## config.mk

```make
export PLATFORM = sky130hd
export DESIGN_NAME = sram_host
export DESIGN_NICKNAME = d
export VERILOG_FILES = /design/src/design/sram_host.v
export VERILOG_INCLUDE_DIRS = /design/src /design/src/design
export SDC_FILE = /design/constraint.sdc
export NUM_CORES = 1
export LEC_CHECK = 0
export BUFFER_PORTS_ARGS = -buffer_cell sky130_fd_sc_hd__buf_2
export CAP_MARGIN = 30
export CORE_MARGIN = 2
export CORE_UTILIZATION = 45
export CTS_BUF_LIST = sky130_fd_sc_hd__clkbuf_8
export DETAILED_ROUTE_END_ITERATION = 12
export PLACE_DENSITY = 0.71
export RECOVER_POWER = 25
export SLEW_MARGIN = 25
export SYNTH_ARGS = -nofsm -noshare
export SYNTH_HDL_FRONTEND = slang
export SYNTH_SLANG_ARGS = --single-unit
```

## constraint.sdc

```tcl
create_clock -name mclk_in -period 4.6 [get_ports mclk_in]
set_clock_uncertainty 0.2 [all_clocks]
set_input_delay 0.46 -clock mclk_in [delete_from_list [all_inputs] [get_ports mclk_in]]
set_output_delay 0.46 -clock mclk_in [all_outputs]
set_load 0.05 [all_outputs]
```

## src/design/sram_host_defines.vh

```
// timing and field constants for the static memory host controller
// Overview of operation
// - select low 13 ns before write end
// - address stable 13 ns before write end
// - write data 9 ns setup, 0 ns hold
// - host never drives against the device
`ifndef SRAM_HOST_DEFINES_VH
`define SRAM_HOST_DEFINES_VH
`define ADDR_W            14
`define DATA_W            8
`define ADDR_RESET        14'h0000
`define DATA_RESET        8'h00
`define COUNT_RESET       4'h0
`define CLK_PERIOD_NS     20
// slow-grade figures in ns, valid for both grades
`define SELECT_TO_DATA_NS 15
`define FLOAT_NS          8
`define WRITE_PULSE_NS    13
`define DATA_SETUP_NS     9
// least times round up to whole cycles, at least one
`define CEIL_CYC(t)       (((t) + `CLK_PERIOD_NS - 1) / `CLK_PERIOD_NS)
`define READ_CYC          `CEIL_CYC(`SELECT_TO_DATA_NS)
`define FLOAT_CYC         `CEIL_CYC(`FLOAT_NS)
`define WRITE_CYC         `CEIL_CYC(`WRITE_PULSE_NS)
`define SETUP_CYC         `CEIL_CYC(`DATA_SETUP_NS)
`endif

```

## src/design/sram_host.v

```verilog
// host controller that performs single reads and writes on the static memory
`timescale 1ns/1ps
`include "sram_host_defines.vh"
module sram_host (
   input  wire                 mclk_in,
   input  wire                 rst_n_in,
   input  wire                 req_in,
   input  wire                 req_write_in,
   input  wire [`ADDR_W-1:0]   req_addr_in,
   input  wire [`DATA_W-1:0]   req_wdata_in,
   output reg                  busy_out,
   output reg                  done_out,
   output reg  [`DATA_W-1:0]   rdata_out,
   output reg  [`ADDR_W-1:0]   word_address_out,
   output reg                  select_n_out,
   output reg                  write_n_out,
   output reg                  drive_n_out,
   input  wire [`DATA_W-1:0]   byte_data_pins_in,
   output reg  [`DATA_W-1:0]   byte_data_pins_out,
   output reg                  byte_data_pins_oe_out
);
   // access sequencer states
   localparam [2:0] ST_IDLE  = 3'h0;
   localparam [2:0] ST_READ  = 3'h1;
   localparam [2:0] ST_FLOAT = 3'h2;
   localparam [2:0] ST_WRITE = 3'h3;
   localparam [2:0] ST_END   = 3'h4;
   localparam [2:0] ST_DONE  = 3'h5;

   // whole-cycle waits; four bits hold every wait used here
   localparam integer READ_CYC_I  = `READ_CYC;
   localparam integer FLOAT_CYC_I = `FLOAT_CYC;
   localparam integer WRITE_CYC_I = `WRITE_CYC;
   localparam [3:0]   READ_CNT    = READ_CYC_I[3:0];
   localparam [3:0]   FLOAT_CNT   = FLOAT_CYC_I[3:0];
   localparam [3:0]   WRITE_CNT   = WRITE_CYC_I[3:0];
   // last count of each wait; a read adds three cycles for the synchroniser
   localparam [3:0]   READ_LAST   = READ_CNT + 4'h2;
   localparam [3:0]   FLOAT_LAST  = FLOAT_CNT - 4'h1;
   localparam [3:0]   WRITE_LAST  = WRITE_CNT - 4'h1;

   // true on the last cycle of a wait
   function count_hit;
      input [3:0] count;
      input [3:0] last;
      begin
         count_hit = (count == last);
      end
   endfunction

   // next wait count; no wait here is long enough to wrap
   function [3:0] count_step;
      input [3:0] count;
      begin
         count_step = count + 4'h1;
      end
   endfunction

   // sequencer state and wait counter
   reg [2:0]         state_reg;
   reg [2:0]         state_next;
   reg [3:0]         count_reg;
   reg [3:0]         count_next;
   // pin synchroniser
   reg [`DATA_W-1:0] pin_meta_reg;
   reg [`DATA_W-1:0] pin_sync_reg;
   // next values of the output flops
   reg               busy_next;
   reg               done_next;
   reg [`DATA_W-1:0] rdata_next;
   reg [`ADDR_W-1:0] address_next;
   reg               select_n_next;
   reg               write_n_next;
   reg               drive_n_next;
   reg [`DATA_W-1:0] wdata_next;
   reg               data_oe_next;

   // pins pass two flops; wait counts cover the extra latency
   always @(posedge mclk_in or negedge rst_n_in) begin
      if (!rst_n_in) begin
         pin_meta_reg <= `DATA_RESET;
         pin_sync_reg <= `DATA_RESET;
      end else begin
         pin_meta_reg <= byte_data_pins_in;
         pin_sync_reg <= pin_meta_reg;
      end
   end

   // sequencer flops
   always @(posedge mclk_in or negedge rst_n_in) begin
      if (!rst_n_in) begin
         state_reg <= ST_IDLE;
         count_reg <= `COUNT_RESET;
      end else begin
         state_reg <= state_next;
         count_reg <= count_next;
      end
   end

   // output flops; every pin comes straight from a register
   always @(posedge mclk_in or negedge rst_n_in) begin
      if (!rst_n_in) begin
         busy_out              <= 1'b0;
         done_out              <= 1'b0;
         rdata_out             <= `DATA_RESET;
         word_address_out      <= `ADDR_RESET;
         select_n_out          <= 1'b1;
         write_n_out           <= 1'b1;
         drive_n_out           <= 1'b1;
         byte_data_pins_out    <= `DATA_RESET;
         byte_data_pins_oe_out <= 1'b0;
      end else begin
         busy_out              <= busy_next;
         done_out              <= done_next;
         rdata_out             <= rdata_next;
         word_address_out      <= address_next;
         select_n_out          <= select_n_next;
         write_n_out           <= write_n_next;
         drive_n_out           <= drive_n_next;
         byte_data_pins_out    <= wdata_next;
         byte_data_pins_oe_out <= data_oe_next;
      end
   end

   // next-value decode, one access at a time
   always @* begin
      // hold everything but done, which drops, unless the current state moves it
      state_next    = state_reg;
      count_next    = count_reg;
      busy_next     = busy_out;
      done_next     = 1'b0;
      rdata_next    = rdata_out;
      address_next  = word_address_out;
      select_n_next = select_n_out;
      write_n_next  = write_n_out;
      drive_n_next  = drive_n_out;
      wdata_next    = byte_data_pins_out;
      data_oe_next  = byte_data_pins_oe_out;

      // each state moves only the pins it owns
      case (state_reg)
         ST_IDLE: begin
            // request fields are taken only here; later changes are ignored
            if (req_in) begin
               busy_next     = 1'b1;
               address_next  = req_addr_in;
               select_n_next = 1'b0;
               count_next    = `COUNT_RESET;
               if (req_write_in) begin
                  // address valid with strobe: zero setup allowed
                  write_n_next = 1'b0;
                  drive_n_next = 1'b1;
                  wdata_next   = req_wdata_in;
                  state_next   = ST_FLOAT;
               end else begin
                  drive_n_next = 1'b0;
                  state_next   = ST_READ;
               end
            end
         end

         ST_READ: begin
            // wait covers access time plus the synchroniser
            if (count_hit(count_reg, READ_LAST)) begin
               rdata_next    = pin_sync_reg;
               select_n_next = 1'b1;
               drive_n_next  = 1'b1;
               count_next    = `COUNT_RESET;
               state_next    = ST_END;
            end else begin
               count_next = count_step(count_reg);
            end
         end

         ST_FLOAT: begin
            // wait for device release before driving data
            if (count_hit(count_reg, FLOAT_LAST)) begin
               data_oe_next = 1'b1;
               count_next   = `COUNT_RESET;
               state_next   = ST_WRITE;
            end else begin
               count_next = count_step(count_reg);
            end
         end

         ST_WRITE: begin
            // data setup fits inside the pulse, so pulse count governs
            if (count_hit(count_reg, WRITE_LAST)) begin
               write_n_next  = 1'b1;
               select_n_next = 1'b1;
               count_next    = `COUNT_RESET;
               state_next    = ST_END;
            end else begin
               count_next = count_step(count_reg);
            end
         end

         ST_END: begin
            // data held one cycle past the end edge, then released
            data_oe_next = 1'b0;
            state_next   = ST_DONE;
         end

         ST_DONE: begin
            // one idle cycle also covers float after deselect
            busy_next  = 1'b0;
            done_next  = 1'b1;
            state_next = ST_IDLE;
         end

         default: begin
            // lost state releases the bus rather than guess at an access
            state_next    = ST_IDLE;
            count_next    = `COUNT_RESET;
            busy_next     = 1'b0;
            select_n_next = 1'b1;
            write_n_next  = 1'b1;
            drive_n_next  = 1'b1;
            data_oe_next  = 1'b0;
         end
      endcase
   end
endmodule // sram_host

```

; Word-level counts from Yosys, hierarchy flattened
; Cells that the tools add are included.
[word_totals]
latch_bits = 0
ramBits = 0
ff_bits = 59
inputBits = 34
romBits = 0
wordCells = 74
out_inout_bits = 36
mem_count = 0
[op_classes]
mul = 0
n_mux = 24
eq_ne = 11
shift = 0
n_reduce_logical = 19
order_cmp = 0
addsub = 1
bitwise = 6
div_mod_pow = 0
[ops]
columns = op, count
row1 = one-hot mux 4 bit (4 select lines), 1
row2 = OR reduction 4 bit, 4
row3 = one-hot mux 3 bit (5 select lines), 1
row4 = 2-to-1 mux 3 bit, 4
row5 = 2-to-1 mux 4 bit, 3
row6 = AND reduction 4 bit, 3
row7 = "inequality test 2 bit, second input constant", 5
row8 = AND reduction 2 bit, 5
row9 = 2-to-1 mux 1 bit, 9
row10 = "equality test 3 x 2 -> 1 bit, second input constant", 2
row11 = "equality test 3 bit, second input constant", 2
row12 = inverter 1 bit, 6
row13 = one-hot mux 1 bit (3 select lines), 2
row14 = AND reduction 3 bit, 2
row15 = "adder 4 x 1 -> 4 bit, second input constant", 1
row16 = "equality test 4 x 2 -> 1 bit, second input constant", 1
row17 = logical NOT 4 bit, 1
row18 = one-hot mux 1 bit (2 select lines), 2
row19 = one-hot mux 1 bit (4 select lines), 1
row20 = OR reduction 2 bit, 2
row21 = "equality test 3 x 1 -> 1 bit, second input constant", 1
row22 = logical NOT 3 bit, 1
row23 = OR reduction 3 bit, 1
row24 = 2-to-1 mux 2 bit, 1

; Depth between registers and ports, before layout
[depth]
ltp_word = 4
mapped_depth = 6
mapped_depth_nobuf = 6

; Least setup slack after synthesis
; OpenSTA, ideal clock, no wires.
[synth_path]
path_type = register to register
from = reg count_reg[0]
to = reg rdata_out[0]
path_buffers = 1
path_slack_ps = 2538
setup_ps = 125
synth_period_minus_slack_ps = 2062
path_stages_with_launch = 6
required_time_ps = 4275
t_arrival_ps = 1737
path_cell_list = dfrtp_1 > ha_1 > or3b_4 > or4_4 > buf_6 > mux2_4
[synth_via]
elab_chain_len = 2
[synth_lines]
columns = element, line_no
row1 = "start, declared", sram_host.v:62  ; reg [3:0] count_reg;
row2 = "start signal, assigned", sram_host.v:93  ; count_reg <= `COUNT_RESET;
row3 = "start signal, assigned", sram_host.v:96  ; count_reg <= count_next;
row4 = equality test 4 x 2 -> 1 bit, sram_host.v:47  ; count_hit = (count == last);
row5 = AND reduction 2 bit (no source line), -
row6 = "end signal, assigned", sram_host.v:105  ; rdata_out <= `DATA_RESET;
row7 = "end signal, assigned", sram_host.v:115  ; rdata_out <= rdata_next;
row8 = "end, declared", sram_host.v:13  ; output reg [`DATA_W-1:0] rdata_out,
; No other way between the ends.
; A chain may end at the register's enable or synchronous reset.

; Worst setup path in the final report
[layout_path]
from = reg count_reg[0]
to = reg count_reg[2]
[layout_via]
elab_chain_len = 3
[layout_lines]
columns = element, line_no
row1 = "adder 4 x 1 -> 4 bit, or another cell as far along", sram_host.v:55  ; count_step = count + 4'h1;
row2 = 2-to-1 mux 4 bit (on tied branches), "sram_host.v:177, sram_host.v:188, sram_host.v:164"
row3 = one-hot mux 4 bit (4 select lines) (*), sram_host.v:141  ; case (state_reg)
; Mark *: on every way between the ends. The rest lies on a longest branch, timed or not.

==> key figures <==
Worst setup path
  • Worst Path Buf+Inv: 1
  • Setup crit end kind: register
  • Crit-path leading delay family: compound AO/OA/AOI/OAI gates
  • Critical-path cell list: inv_1 > ha_1 > or3b_2 > a22oi_1 > o21ai_0 > a21o_2
  • Worst EP required: 4620 ps
  • Crit path DAT: 2230 ps
  • Crit-path max FO: 6
  • Worst stage delay on the critical path: 500 ps
  • Critical Path Start Type: register
  • Crit-path slowest cell: or3b_2
  • Critical path class: reg2reg

Synth
  • Synth Area in Simple Gates: 7.08%
  • Post-synthesis xor/xnor area fraction: 0%
  • Post-synthesis cell count: 158
  • Synth Area in Adders: 1.10%
  • Yosys warning count: 0
  • Post-synthesis mux area share: 16.6%
  • Syn Nets: 194
  • Sequential share of the synthesized area: 64.9%
  • Post-synthesis cell type count: 36
  • Main synth FF type: dfrtp_1
  • EDFF count, synth: 0
  • Synthesized cell area: 0.00228 mm²
  • Syn Area/Cell: 14.4 µm²
  • Post-synth top area share: 61.4%
  • Synth top area cells: dfrtp_1 61%, mux2_2 10%, mux2_4 5.3%, dfstp_2 3.5%, o21ai_0 1.5%
  • Synth Area in Compound Gates: 7.19%
  • Largest family of logic cells by synthesized area: multiplexers
  • Register bit total from synthesis: 59
  • Ys async rst share: 100%
  • Top cell type by total area after synthesis: dfrtp_1

Worst hold path
  • Hold Path Class: in2reg

Global route
  • Total overflow reported by the global router: 0
  • Vias in the first global route: 1417
  • Number of antenna violations at the first check in global routing: 0
  • Largest net degree at the start of global routing: 60
  • First-pass GRT wire length: 6620 µm
  • Global Route Usage Sum: 16.1%

Floorplan
  • Die Y: 75.2 µm
  • Die span in x: 75.2 µm
  • Die Area: 0.00565 mm²
  • FP Rows: 25
  • Core Area: 0.00482 mm²
  • IO Pins: 70
  • Initial Utilization: 47.4%

Route
  • DRT Pass-1 Iters: 4
  • Remaining DRCs: 0
  • Wire per inst: 14.1 µm
  • DRT iter0 DRCs: 87
  • Detailed-route via count: 1508
  • DR vias/cell: 4.94
  • ANT nets after route: 0
  • Total wire length: 4290 µm

STA
  • Final Cycle Share: 48.0%
  • Sum of negative setup slack: 0 ps
  • RSZ-0062 raised after global routing: no
  • Min Clock Period, post-route: 2210 ps
  • Worst-Margin Slew: 729 ps
  • Setup violations, final: 0
  • Max Clk Rate: 0.453 GHz
  • Hold Fails Final Rpt: 0
  • Slew headroom: 51.4%
  • Fin. max-slew vios: 0

Outcome
  • Run status: completed

Cells and area
  • Max FFs per register: 14
  • Fin util: 60.3%
  • Commonest non-fill, non-tap cell in the layout: buf_2
  • Most flop-heavy register: word_address_out
  • Share of cells above drive strength 1: 52.5%
  • Area added between synthesis and finish: 27.4%
  • Commonest cells after routing, fill and taps aside: 69 x buf_2, 56 x dfrtp_1, 21 x mux2_2
  • ANT cells: 0
  • Layout net count: 269

Clocking
  • Root Driver: clkbuf_8
  • Post-CTS setup buffers: 0
  • Total CTS buffers: 9
  • CTS tree: done
  • CTS H-tree depth: 3
  • Hold buffers post-CTS: 0
  • Sink Count: 59
  • Clock buffer depth: 2
  • Skew-Pair Late Insertion Delay: 330 ps
  • Clock slew at reported path FFs: 70 ps
  • Resized cells post-CTS: 0

Job
  • Max-cap check violation count: 0

Placed design
  • HPWL Detailed: 2950 µm
  • Placer Congestion: 0.784
  • Buffers added on ports: 69
==> stage by stage <==
stage,area [µm²],instances,hold WS (ps),setup slack [ps]
finish,2910,305,28.8,2390
detailed placement,2680,289,136,2420
floorplan,2280,158,-35.6,2540
global placement,2680,289,132,2470
CTS,2910,305,8.67,2400
global route,2910,305,7.60,2210
==> worst paths after layout <==
path	startpoint	cells after the start	end	slack [ps]
setup reg to reg	count_reg[0]	6	count_reg[2]	2390
hold reg to reg	pin_meta_reg[3]	0	pin_sync_reg[3]	150
min in group asynchronous	rst_n_in	2	rdata_out[3]	70
max in group asynchronous	rst_n_in	2	byte_data_pins_out[6]	3650
hold / removal	byte_data_pins_in[6]	1	pin_meta_reg[6]	30
setup / recovery	count_reg[0]	6	count_reg[2]	2390
==> synth_stat cells, types with 2 or more instances <==
cell	instances
a21oi_1	5
a22oi_1	2
a31oi_1	4
and3_1	3
buf_6	2
clkbuf_1	4
dfrtp_1	56
dfstp_2	3
ha_1	2
inv_1	8
mux2_2	21
mux2_4	8
nand2_1	2
nor2_1	6
nor2b_1	2
nor3b_1	4
o21ai_0	7
==> logic make-up after synthesis <==
logic type                 count (synthesis)
AOI/OAI and AO/OA                         26
buffers and inverters                     15
DFF                                       59
adders and majority gates                  2
and+or+nand+nor                           25
muxes                                     31
==> layer usage <==
metal,track usage [%],part of all wire (%)
met3,4.82,5.8
met1,21.0,43
met4,9.36,1.4
met2,23.8,50
met5,0,0
==> area by class of cell <==
| type | count | area (µm²) |
|---|---|---|
| fillers | 428 | 1910 |
| flip-flops and latches | 59 | 1480 |
| multi-input cells | 84 | 728 |
| repair buffers | 71 | 360 |
| clock buffers | 9 | 124 |
| clock inverters | 7 | 100 |
| well taps | 67 | 83.8 |
| inverters | 8 | 30.0 |
==> worst register-to-register path, cell delays in order (launching register included) <==
cell and delay [ps]:
dfrtp_1 400, inv_1 90, ha_1 160, or3b_2 500, a22oi_1 390, o21ai_0 140
a21o_2 230
Power is not shown: default switching activity piles up to over one toggle a cycle in this logic, so the estimate is an artifact.
